$ cat config.mk
export PLATFORM = sky130hd
export DESIGN_NAME = pcs_slot_handshake
export DESIGN_NICKNAME = d
export VERILOG_FILES = /design/src/logic/pcs_pkg.sv /design/src/logic/pcs_slot_handshake.sv
export SDC_FILE = /design/constraint.sdc
export NUM_CORES = 1
export LEC_CHECK = 0
export ABC_AREA = 1
export BUFFER_PORTS_ARGS = -buffer_cell sky130_fd_sc_hd__buf_2
export CORE_MARGIN = 8
export CORE_UTILIZATION = 58
export DETAILED_ROUTE_END_ITERATION = 16
export PLACE_DENSITY = 0.8
export SLEW_MARGIN = 20
export SYNTH_ARGS = -nofsm -noshare
export SYNTH_HDL_FRONTEND = slang
export SYNTH_SLANG_ARGS = --single-unit
$ cat constraint.sdc
create_clock -name clk -period 3 [get_ports clk]
set_input_delay 0.3 -clock clk [delete_from_list [all_inputs] [get_ports clk]]
set_output_delay 0.3 -clock clk [all_outputs]
set_load 0.1 [all_outputs]
$ cat src/logic/pcs_pkg.sv
// package for the controller command slot handshake block
package pcs_pkg;
	localparam int SLOTS = 4;
	localparam int MEM_AW = 16;
	// control group bit positions, msb of a group is the first bit
	localparam int CTL_ERR_ACK = 3;
	localparam int CTL_COUPLED = 2;
	localparam int CTL_TRIGGER = 1;
	localparam int CTL_ABORT = 0;
	// status group bit positions
	localparam int STS_CMD_ERR = 3;
	localparam int STS_CTRL_ERR = 2;
	localparam int STS_BUSY = 1;
	localparam int STS_ABORT_BUSY = 0;
	// command block word offsets
	localparam logic [15:0] BLK_ERR_OFS = 16'h0000;
	localparam logic [15:0] BLK_CMD_OFS = 16'h0001;
	localparam logic [15:0] BLK_CONN_OFS = 16'h0002;
	localparam logic [15:0] BLK_PORT_OFS = 16'h0003;
	localparam logic [7:0] CONN_SIG = 8'h4B;
	localparam logic [15:0] CONN_MIN = 16'h4B01;
	localparam logic [15:0] CONN_MAX = 16'h4B63;
	localparam logic [15:0] NULL_ADDR = 16'h0000;
	// error codes written to block offset zero
	localparam logic [15:0] ERR_BAD_CMD = 16'h00A0;
	localparam logic [15:0] ERR_BAD_PORT = 16'h00A1;
	localparam logic [15:0] ERR_DUP_CONN = 16'h00A7;
	// command codes
	localparam logic [15:0] CMD_MAX = 16'h0010;
	localparam logic [15:0] CMD_OPEN_CONN = 16'h0001;
	localparam logic [15:0] PORT_MAX = 16'h0002;
	localparam logic [3:0] NIB_ZERO = 4'h0;
	localparam int EXEC_CYCLES = 8;

	typedef struct packed {
		logic req;
		logic we;
		logic [MEM_AW-1:0] addr;
		logic [15:0] wdata;
	} pcs_mem_req_t;

	typedef enum logic [7:0] {
		S_IDLE = 8'b0000_0001,
		S_RD_CONN = 8'b0000_0010,
		S_RD_CMD = 8'b0000_0100,
		S_RD_PORT = 8'b0000_1000,
		S_EXEC = 8'b0001_0000,
		S_WR_ERR = 8'b0010_0000,
		S_WAIT_ACK = 8'b0100_0000,
		S_WAIT_REL = 8'b1000_0000
	} pcs_state_t;
endpackage

$ cat src/logic/pcs_slot_handshake.sv
// command slot handshake engine between controller image and command blocks
// Contract
// null or invalid block address raises controller and command error, no code written
// block invalid unless connection word high byte is the signature
// connection number must lie within the signature range inclusive
// after command error the slot stalls until its error acknowledge
// an errored slot never blocks the other slots
// free running timer counts in low byte of module status word
// controller holds coupled trigger until busy, then drops it
// coupled handshake completes only after trigger is seen low
// retriggered connection create reports duplicate connection code
// control word holds four 4-bit groups, one per slot
// slots may be triggered in any order
// each slot pointer word gives its command block address
// invalid command or port number returns an error code
// with flow control on, transmit waits for the handshake line
// control group bits: error ack, coupled, trigger, abort
// status group bits: command error, controller error, busy, abort busy
// error with valid block writes code to block word zero
// busy drops on success; error clears after ack seen then removed
`timescale 1ns/1ps
`default_nettype none
module pcs_slot_handshake #(
	parameter int SLOTS = pcs_pkg::SLOTS,
	parameter int MEM_AW = pcs_pkg::MEM_AW,
	parameter int EXEC_CYCLES = pcs_pkg::EXEC_CYCLES
) (
	input wire logic clk,
	input wire logic sys_rst,
	input wire logic [15:0] slot_control_word,
	input wire logic [15:0] slot_block_pointer_1,
	input wire logic [15:0] slot_block_pointer_2,
	input wire logic [15:0] slot_block_pointer_3,
	input wire logic [15:0] slot_block_pointer_4,
	output logic [15:0] module_status_word,
	output logic [15:0] slot_status_word,
	output pcs_pkg::pcs_mem_req_t mem_req,
	input wire logic mem_gnt,
	input wire logic mem_rvalid,
	input wire logic [15:0] mem_rdata,
	input wire logic flow_ctrl_en,
	input wire logic handshake_in,
	input wire logic tx_req,
	output logic tx_go
);
	pcs_pkg::pcs_state_t st_q [SLOTS];
	logic [15:0] ptr [SLOTS];
	logic [3:0] ctl [SLOTS];
	logic [3:0] sts_q [SLOTS];
	logic [15:0] err_code_q [SLOTS];
	logic [15:0] cmd_q [SLOTS];
	logic [$clog2(EXEC_CYCLES+1)-1:0] exec_cnt_q [SLOTS];
	logic [SLOTS-1:0] conn_open_q;
	logic [SLOTS-1:0] want;
	logic [$clog2(SLOTS)-1:0] own_q;
	logic busy_q;
	logic [7:0] timer_q;
	logic [15:0] ctl_sync1_q;
	logic [15:0] ctl_sync2_q;
	logic [1:0] hs_sync_q;
	logic [15:0] ptr_sync1_q [SLOTS];
	logic [15:0] ptr_sync2_q [SLOTS];
	logic [SLOTS-1:0] mine;

	// group index 0 sits in the top nibble
	function automatic logic [3:0] nib(input logic [15:0] w, input int s);
		nib = w[15-4*s -: 4];
	endfunction

	// signature and range check
	function automatic logic conn_ok(input logic [15:0] w);
		conn_ok = (w[15:8] == pcs_pkg::CONN_SIG) && (w >= pcs_pkg::CONN_MIN)
			&& (w <= pcs_pkg::CONN_MAX);
	endfunction

	// block word address from slot pointer and word offset
	function automatic logic [MEM_AW-1:0] blk_addr(input logic [15:0] base, input logic [15:0] ofs);
		blk_addr = MEM_AW'(base + ofs);
	endfunction

	// controller image words come from another clock
	always_ff @(posedge clk) begin
		if (sys_rst) begin
			ctl_sync1_q <= 16'h0000;
			ctl_sync2_q <= 16'h0000;
			hs_sync_q <= 2'b00;
		end else begin
			ctl_sync1_q <= slot_control_word;
			ctl_sync2_q <= ctl_sync1_q;
			hs_sync_q <= {hs_sync_q[0], handshake_in};
		end
	end

	// pointers settle before the trigger, which qualifies them
	always_ff @(posedge clk) begin
		if (sys_rst) begin
			for (int s = 0; s < SLOTS; s++) begin
				ptr_sync1_q[s] <= pcs_pkg::NULL_ADDR;
				ptr_sync2_q[s] <= pcs_pkg::NULL_ADDR;
			end
		end else begin
			ptr_sync1_q[0] <= slot_block_pointer_1;
			ptr_sync1_q[1] <= slot_block_pointer_2;
			ptr_sync1_q[2] <= slot_block_pointer_3;
			ptr_sync1_q[3] <= slot_block_pointer_4;
			for (int s = 0; s < SLOTS; s++) begin
				ptr_sync2_q[s] <= ptr_sync1_q[s];
			end
		end
	end

	// slot pointers select the blocks
	assign ptr = ptr_sync2_q;

	// split control word into per-slot groups
	always_comb begin
		for (int s = 0; s < SLOTS; s++) begin
			ctl[s] = nib(ctl_sync2_q, s);
		end
	end

	// alive timer
	always_ff @(posedge clk) begin
		if (sys_rst) begin
			timer_q <= 8'h00;
		end else begin
			timer_q <= timer_q + 8'h01;
		end
	end
	assign module_status_word = {8'h00, timer_q};

	// transmit gated by handshake line
	always_ff @(posedge clk) begin
		if (sys_rst) begin
			tx_go <= 1'b0;
		end else begin
			tx_go <= tx_req && (!flow_ctrl_en || hs_sync_q[1]);
		end
	end

	// slots needing the shared block memory
	always_comb begin
		for (int s = 0; s < SLOTS; s++) begin
			want[s] = st_q[s] inside {pcs_pkg::S_RD_CONN, pcs_pkg::S_RD_CMD,
				pcs_pkg::S_RD_PORT, pcs_pkg::S_WR_ERR};
		end
	end

	// slot owning the memory transaction in flight
	always_comb begin
		for (int s = 0; s < SLOTS; s++) begin
			mine[s] = busy_q && (own_q == s[$clog2(SLOTS)-1:0]);
		end
	end

	// memory arbiter, one owner per transaction
	always_ff @(posedge clk) begin
		if (sys_rst) begin
			busy_q <= 1'b0;
			own_q <= '0;
		end else if (!busy_q) begin
			for (int s = SLOTS - 1; s >= 0; s--) begin
				if (want[s]) begin
					busy_q <= 1'b1;
					own_q <= s[$clog2(SLOTS)-1:0];
				end
			end
		end else if (mem_rvalid || (mem_req.we && mem_gnt)) begin
			busy_q <= 1'b0;
		end
	end

	logic issued_q;
	always_ff @(posedge clk) begin
		if (sys_rst || !busy_q || mem_rvalid) begin
			issued_q <= 1'b0;
		end else if (mem_gnt) begin
			issued_q <= 1'b1;
		end
	end

	always_comb begin
		mem_req = '0;
		if (busy_q && !issued_q) begin
			mem_req.req = 1'b1;
			unique case (st_q[own_q])
				pcs_pkg::S_RD_CONN: mem_req.addr = blk_addr(ptr[own_q], pcs_pkg::BLK_CONN_OFS);
				pcs_pkg::S_RD_CMD: mem_req.addr = blk_addr(ptr[own_q], pcs_pkg::BLK_CMD_OFS);
				pcs_pkg::S_RD_PORT: mem_req.addr = blk_addr(ptr[own_q], pcs_pkg::BLK_PORT_OFS);
				// error code into block word zero
				pcs_pkg::S_WR_ERR: begin
					mem_req.we = 1'b1;
					mem_req.addr = blk_addr(ptr[own_q], pcs_pkg::BLK_ERR_OFS);
					mem_req.wdata = err_code_q[own_q];
				end
				default: mem_req.req = 1'b0;
			endcase
		end
	end

	// per-slot state machines
	always_ff @(posedge clk) begin
		if (sys_rst) begin
			for (int s = 0; s < SLOTS; s++) begin
				st_q[s] <= pcs_pkg::S_IDLE;
				sts_q[s] <= pcs_pkg::NIB_ZERO;
				err_code_q[s] <= 16'h0000;
				cmd_q[s] <= 16'h0000;
				exec_cnt_q[s] <= '0;
			end
			conn_open_q <= '0;
		end else begin
			for (int s = 0; s < SLOTS; s++) begin
				unique case (st_q[s])
					pcs_pkg::S_IDLE: begin
						if (ctl[s][pcs_pkg::CTL_TRIGGER]) begin
							sts_q[s][pcs_pkg::STS_BUSY] <= 1'b1;
							// null pointer fails at once
							if (ptr[s] == pcs_pkg::NULL_ADDR) begin
								sts_q[s][pcs_pkg::STS_CMD_ERR] <= 1'b1;
								sts_q[s][pcs_pkg::STS_CTRL_ERR] <= 1'b1;
								st_q[s] <= pcs_pkg::S_WAIT_ACK;
							end else begin
								st_q[s] <= pcs_pkg::S_RD_CONN;
							end
						end
					end
					pcs_pkg::S_RD_CONN: if (mine[s] && mem_rvalid) begin
						// bad block, no code written
						if (!conn_ok(mem_rdata)) begin
							sts_q[s][pcs_pkg::STS_CMD_ERR] <= 1'b1;
							sts_q[s][pcs_pkg::STS_CTRL_ERR] <= 1'b1;
							st_q[s] <= pcs_pkg::S_WAIT_ACK;
						end else begin
							st_q[s] <= pcs_pkg::S_RD_CMD;
						end
					end
					pcs_pkg::S_RD_CMD: if (mine[s] && mem_rvalid) begin
						cmd_q[s] <= mem_rdata;
						st_q[s] <= pcs_pkg::S_RD_PORT;
					end
					pcs_pkg::S_RD_PORT: if (mine[s] && mem_rvalid) begin
						// command and port range checks
						if (cmd_q[s] > pcs_pkg::CMD_MAX) begin
							err_code_q[s] <= pcs_pkg::ERR_BAD_CMD;
							st_q[s] <= pcs_pkg::S_WR_ERR;
						end else if (mem_rdata > pcs_pkg::PORT_MAX) begin
							err_code_q[s] <= pcs_pkg::ERR_BAD_PORT;
							st_q[s] <= pcs_pkg::S_WR_ERR;
						// second open on same slot is a duplicate
						end else if (cmd_q[s] == pcs_pkg::CMD_OPEN_CONN && conn_open_q[s]) begin
							err_code_q[s] <= pcs_pkg::ERR_DUP_CONN;
							st_q[s] <= pcs_pkg::S_WR_ERR;
						end else begin
							if (cmd_q[s] == pcs_pkg::CMD_OPEN_CONN) begin
								conn_open_q[s] <= 1'b1;
							end
							exec_cnt_q[s] <= '0;
							st_q[s] <= pcs_pkg::S_EXEC;
						end
					end
					pcs_pkg::S_EXEC: begin
						if (32'(exec_cnt_q[s]) < EXEC_CYCLES) begin
							exec_cnt_q[s] <= exec_cnt_q[s] + 1'b1;
						// coupled completion waits for trigger low
						end else if (!ctl[s][pcs_pkg::CTL_COUPLED]
								|| !ctl[s][pcs_pkg::CTL_TRIGGER]) begin
							// busy drops on success
							sts_q[s][pcs_pkg::STS_BUSY] <= 1'b0;
							st_q[s] <= pcs_pkg::S_WAIT_REL;
						end
					end
					pcs_pkg::S_WR_ERR: if (mine[s] && mem_gnt) begin
						sts_q[s][pcs_pkg::STS_CMD_ERR] <= 1'b1;
						st_q[s] <= pcs_pkg::S_WAIT_ACK;
					end
					// stall until acknowledge
					pcs_pkg::S_WAIT_ACK: if (ctl[s][pcs_pkg::CTL_ERR_ACK]) begin
						sts_q[s][pcs_pkg::STS_BUSY] <= 1'b0;
						st_q[s] <= pcs_pkg::S_WAIT_REL;
					end
					// errors clear once ack removed; no retrigger on held trigger
					pcs_pkg::S_WAIT_REL: if (!ctl[s][pcs_pkg::CTL_ERR_ACK]
							&& !ctl[s][pcs_pkg::CTL_TRIGGER]) begin
						sts_q[s] <= pcs_pkg::NIB_ZERO;
						st_q[s] <= pcs_pkg::S_IDLE;
					end
					default: st_q[s] <= pcs_pkg::S_IDLE;
				endcase
			end
		end
	end

	// status word groups, slot 1 in top nibble
	always_ff @(posedge clk) begin
		if (sys_rst) begin
			slot_status_word <= 16'h0000;
		end else begin
			slot_status_word <= {sts_q[0], sts_q[1], sts_q[2], sts_q[3]};
		end
	end
endmodule
`default_nettype wire

Yosys cells after proc, flatten, opt, wreduce, memory -nomap -nowiden

Memories as Yosys holds them, arrays and structs flattened. A register that Yosys moved wholly into a read port is not among the register bits.
Cells that the tools add are included.

Add/subtract/negate cells: 8
$lt $le $gt $ge: 12
Equality and inequality tests: 44
Mux-type cells: 452
Bitwise logic cells: 139
Reduce and logical (&&, ||, !) cells: 68

Operator list:

| cell                                                 | count |
|---|---|
| 2-to-1 mux 8 bit                                     | 56 |
| 2-to-1 mux 1 bit                                     | 354 |
| 2-to-1 mux 16 bit                                    | 11 |
| OR 1 bit                                             | 128 |
| == test 16 x 1 -> 1 bit (second input constant)      | 4 |
| > comparator 16 x 5 -> 1 bit (second input constant) | 4 |
| zero test 16 bit                                     | 4 |
| case mux 16 bit (4 select lines)                     | 1 |
| 2-to-1 mux 5 bit                                     | 12 |
| == test 8 x 2 -> 1 bit (second input constant)       | 5 |
| == test 8 x 3 -> 1 bit (second input constant)       | 5 |
| == test 8 x 4 -> 1 bit (second input constant)       | 5 |
| == test 8 x 6 -> 1 bit (second input constant)       | 5 |
| == test 8 x 7 -> 1 bit (second input constant)       | 5 |
| 2-to-1 mux 34 bit                                    | 1 |
| adder 16 x 2 -> 16 bit (second input constant)       | 2 |
| binary-select mux 16 bit (select 2 bit)              | 1 |
| == test 8 x 1 -> 1 bit (second input constant)       | 4 |
| == test 8 x 5 -> 1 bit (second input constant)       | 4 |
| == test 8 bit (second input constant)                | 4 |
| 2-to-1 mux 4 bit                                     | 8 |
| OR reduction 8 bit                                   | 4 |
| logical AND 1 bit                                    | 25 |
| AND reduction 6 bit                                  | 4 |
| other kinds (19)                                     | 67 |

Register bits: 67
RAM bits: 208
Bits of input ports: 103
Memories kept: 6

Memory list:

| memory      | depth | width | rd ports | clocked after memory_dff | write ports | RTL line                 | source |
|---|---|---|---|---|---|---|---|
| cmd_q       | 4     | 16    | 4        | 0                        | 4           | pcs_slot_handshake.sv:51 | `logic [15:0] cmd_q [SLOTS];` |
| ptr_sync1_q | 4     | 16    | 4        | 4                        | 4           | pcs_slot_handshake.sv:61 | `logic [15:0] ptr_sync1_q [SLOTS];` |
| st_q        | 4     | 8     | 5        | 1                        | 4           | pcs_slot_handshake.sv:46 | `pcs_pkg::pcs_state_t st_q [SLOTS];` |
| err_code_q  | 4     | 5     | 1        | 1                        | 4           | pcs_slot_handshake.sv:50 | `logic [15:0] err_code_q [SLOTS];` |
| exec_cnt_q  | 4     | 4     | 4        | 0                        | 4           | pcs_slot_handshake.sv:52 | `logic [$clog2(EXEC_CYCLES+1)-1:0] exec_cnt_q [SLOTS];` |
| sts_q       | 4     | 3     | 4        | 4                        | 4           | pcs_slot_handshake.sv:49 | `logic [3:0] sts_q [SLOTS];` |

Logic depth before layout (Yosys ltp)

Word-level depth: 20
Mapped depth: 20

Worst setup path before layout

Ideal clock, no wire load.

Path kind: register to output
Start point: register with a tool-made name
End point: output port mem_req[19] (netlist name)
Data arrival time: 4207 ps
Data required time: 2700 ps
Slack: -1507 ps
Cell stages (with the launch flop): 17
Buffers on the path: 2
Cells stage by stage: dfxtp_1 -> buf_4 -> inv_2 -> buf_2 -> a21oi_1 -> a32oi_1 -> inv_1 -> nand2_1 -> nor2_1 -> and3_1 -> ha_1 -> nand2_1 -> nand2_1 -> nand2_1 -> o22ai_1 -> nor2_1 -> a211oi_1

RTL lines:

| item      | RTL line                 | source |
|---|---|---|
| to (decl) | pcs_slot_handshake.sv:37 | `output pcs_pkg::pcs_mem_req_t mem_req,` |

==> qor.yml <==
status: "complete, but fails checks"
violations: "setup timing"
crit_path_max_incr_delay_ns: 0.42
final_max_slew_viol_count: 0
netlist_instances: 1727
design.core.area_mm2: 0.0242
fin_skew_ns: 0.0217
drtIter0Drc: 1042
cts-htree-levels: 2
overflow: 0
dpl_worst_slack_ns: -0.00979
cpMostUsedCell: "nand2_2"
synth_top_family_by_area: "simple AND/OR/NAND/NOR gates"
crit_arrival_ns: 3.12
cts-root-buf: "clkbuf_16"
peakVddDrop_mv: 0.491
die_x_um: 172
antenna_left: 0
synthMuxAreaShare_pct: 0
cap_violations: 0
area_delta_synth_final_pct: 29.1
routedWlPerCell_um: 17.0
synth_compound_area_share_pct: 6.85
clk_latency_ns: 0.52
power.leakage_nw: 8.19
yosysWarnings: 0
place_congestion: 0.975
routed_via_density: 5.32
fill_cells: 1608
syn-cell-area_mm2: 0.0142
ys_ff_latch: 321
tightest_slew_ns: 0.853
cp_cell_sequence: "nor2_2, inv_2, o21ai_4, o21ai_2, nor3b_4, and3_4, ha_4, nand2_2, nand2_2, nand2_2, buf_6, inv_8, nand2_8, o21ai_4, o311ai_4, a21oi_4, buf_12"
fin_crit_sh_pct: 114
grt_pass1_vias: 12719
dp.cells: 2205
slew_headroom_pct: 43.1
synth-async-reset-ratio_pct: 0
worst_setup_path_start_kind: "flip-flop"
yosysMostFrequentCell: "nor2_1"
die_h_um: 172
synth_ff_type: "dfxtp_1"
grt_pass1_wl_um: 63400
initial_core_util_pct: 58.6
worstSetupPathType: "flip-flop to output pin"
cp_top_family: "simple AND/OR/NAND/NOR gates"
finalInstanceArea_mm2: 0.0183
fin_crit_ns: 3.42
final_nets: 2111
hold_path.class: "input port to flip-flop"
hold_viol_final: 0
slowest_stage: "edfxtp_1"
fin_ws_ns: -0.420
die_area_mm2: 0.0297
drt-pass1-iter-count: 6
critPathLaunch: "st_q[3][7]"
routed_wl_um: 39900
ys_types: 59
synth_fa_ha_area_share_pct: 0.760
track_usage_pct: 27.0
ios: 170
io_buffers: 142
powerDensity_mw_per_mm2: 570
r2r_start: "st_q[3][5]"
hold_path_startpoint: "slot_control_word[2]"
ys_top_cells_by_area: "edfxtp_1, dfxtp_1, nor2_1, inv_1, nand2_1"
drive_gt1_share_pct: 20.1
critPathMaxFanout: 5
cts_sinks: 321
ys_seq_area_share_pct: 54.8
synth_area_per_cell_um2: 8.20
synthSimpleGateAreaFrac_pct: 24.8
dr_total_vias: 12490
fmax_mhz: 292
netlist.area_leader.share_pct: 28.2
cp.required_ns: 2.70
setup_viol: 16
holdWs_ns: 0.0145
synth_xor_area_share_pct: 0.247
antenna_found_initial: 1
path_buf_inv: 4
clk_pin_slew_ns: 0.06
fin_util_pct: 75.7
place_area_mm2: 0.0159
dp_hpwl_um: 27100
grt_max_degree: 90
rows: 57
stdcell_count: 2349
clock_path_buffers: 3
cts_made_buffers: 34
drc: 0
cts_tree: "built"
ys_top_cells_by_count: "nor2_1, inv_1, dfxtp_1, nand2_1, edfxtp_1"
netlist.top_cell.by_area: "edfxtp_1"
cp-end-kind: "output pin"
rsz0062_at_grt: "yes"
synth-edff-count: 133
==> final cells by class <==
| cell class | count | area, µm² | area share, % |
|---|---|---|---|
| clock buffer | 46 | 948 | 5.18 |
| sequential | 321 | 7770 | 42.5 |
| timing repair buffer | 284 | 2340 | 12.8 |
| multi-input combinational | 992 | 5200 | 28.4 |
| inverter | 367 | 1400 | 7.66 |
| clock inverter | 14 | 225 | 1.23 |
| antenna | 1 | 2.50 | 0.0137 |
| tap | 324 | 405 | 2.22 |
==> where the power goes <==
group | internal (mW) | total [mW] | switching [mW]
sequential | 4.73 | 4.85 | 0.113
combinational | 0.379 | 1.18 | 0.799
clock | 2.67 | 4.40 | 1.73
total | 7.79 | 10.4 | 2.64
==> layer usage <==
| layer | share of wire [%] | vias to the layer above | GRT usage, % |
|---|---|---|---|
| met3 | 7.7 | 102 | 4.82 |
| met5 | 0 | - | 0 |
| met2 | 50 | 533 | 48.1 |
| met1 | 39 | 5854 | 32.4 |
| met4 | 2.8 | 0 | 9.11 |
| li1 | - | 6001 | - |
==> timing repair <==
action | in CTS | in global routing
hold endpoints to repair | 65 | 0
cloned | 1 | 0
hold buffers | 65 | 0
setup buffers | 12 | 8
setup endpoints to repair | 22 | 38
resized for setup | 50 | 40
pin swaps | 20 | 20
==> state kept, by name, indices dropped and copies added (netlist names), named ones only <==
| signal | cells |
|---|---|
| ctl | 12 |
| exec_cnt_q | 16 |
| err_code_q | 12 |
| hs_sync_q | 2 |
| tx_go | 1 |
| issued_q | 1 |
| own_q | 2 |
| cmd_q | 64 |
| st_q | 32 |
| conn_open_q | 4 |
| ctl_sync1_q | 12 |
| busy_q | 1 |
| ptr_sync1_q | 64 |
| slot_status_word | 12 |
| timer_q | 8 |
| sts_q | 12 |
| ptr | 64 |
==> cell usage in the layout (no fill, tap or decap), types with 27 or more instances in the layout <==
cell / n
a21oi_1: 41
buf_2: 118
buf_4: 69
clkbuf_16: 35
dfxtp_1: 184
dlygate4sd3_1: 65
edfxtp_1: 133
inv_1: 335
nand2_1: 152
nand3_1: 77
nand4_1: 37
nor2_1: 387
nor3_1: 29
nor4_1: 49
o21ai_0: 27
==> metrics by stage <==
stage	TNS [ns]	power [mW]
detailed placement	-0.0295	5.93
floorplan	-0.361	5.64
global placement	0	5.90
CTS	-4.67	10.4
global route	-7.33	10.8
finish	-4.90	10.4
==> tightest hold or removal path, delay by kind of cell <==
kind                   cells  cell delay (ns)
and+or+nand+nor            1             0.07
buffers and inverters      2             0.12
==> kinds of logic (layout without fill, tap and decap cells) <==
group                      after synthesis  after routing
AOI/OAI and AO/OA                      161            161
xor gates and xnor gates                 4              4
adders and majority gates                8              8
buffers and inverters                  436            711
DFF                                    321            321
other                                    1             24
and+or+nand+nor                        796            796
==> worst paths after layout <==
kind / slack, ns / depth (start not counted) / end
hold / removal: 0.01 / 3 / ctl_sync1_q[2]
hold reg to reg: 0.40 / 2 / ptr[13]
setup / recovery: -0.42 / 17 / mem_req[25]
setup reg to reg: 0.24 / 13 / st_q[3][4]
Note: power is estimated with default switching activity, not from simulation.
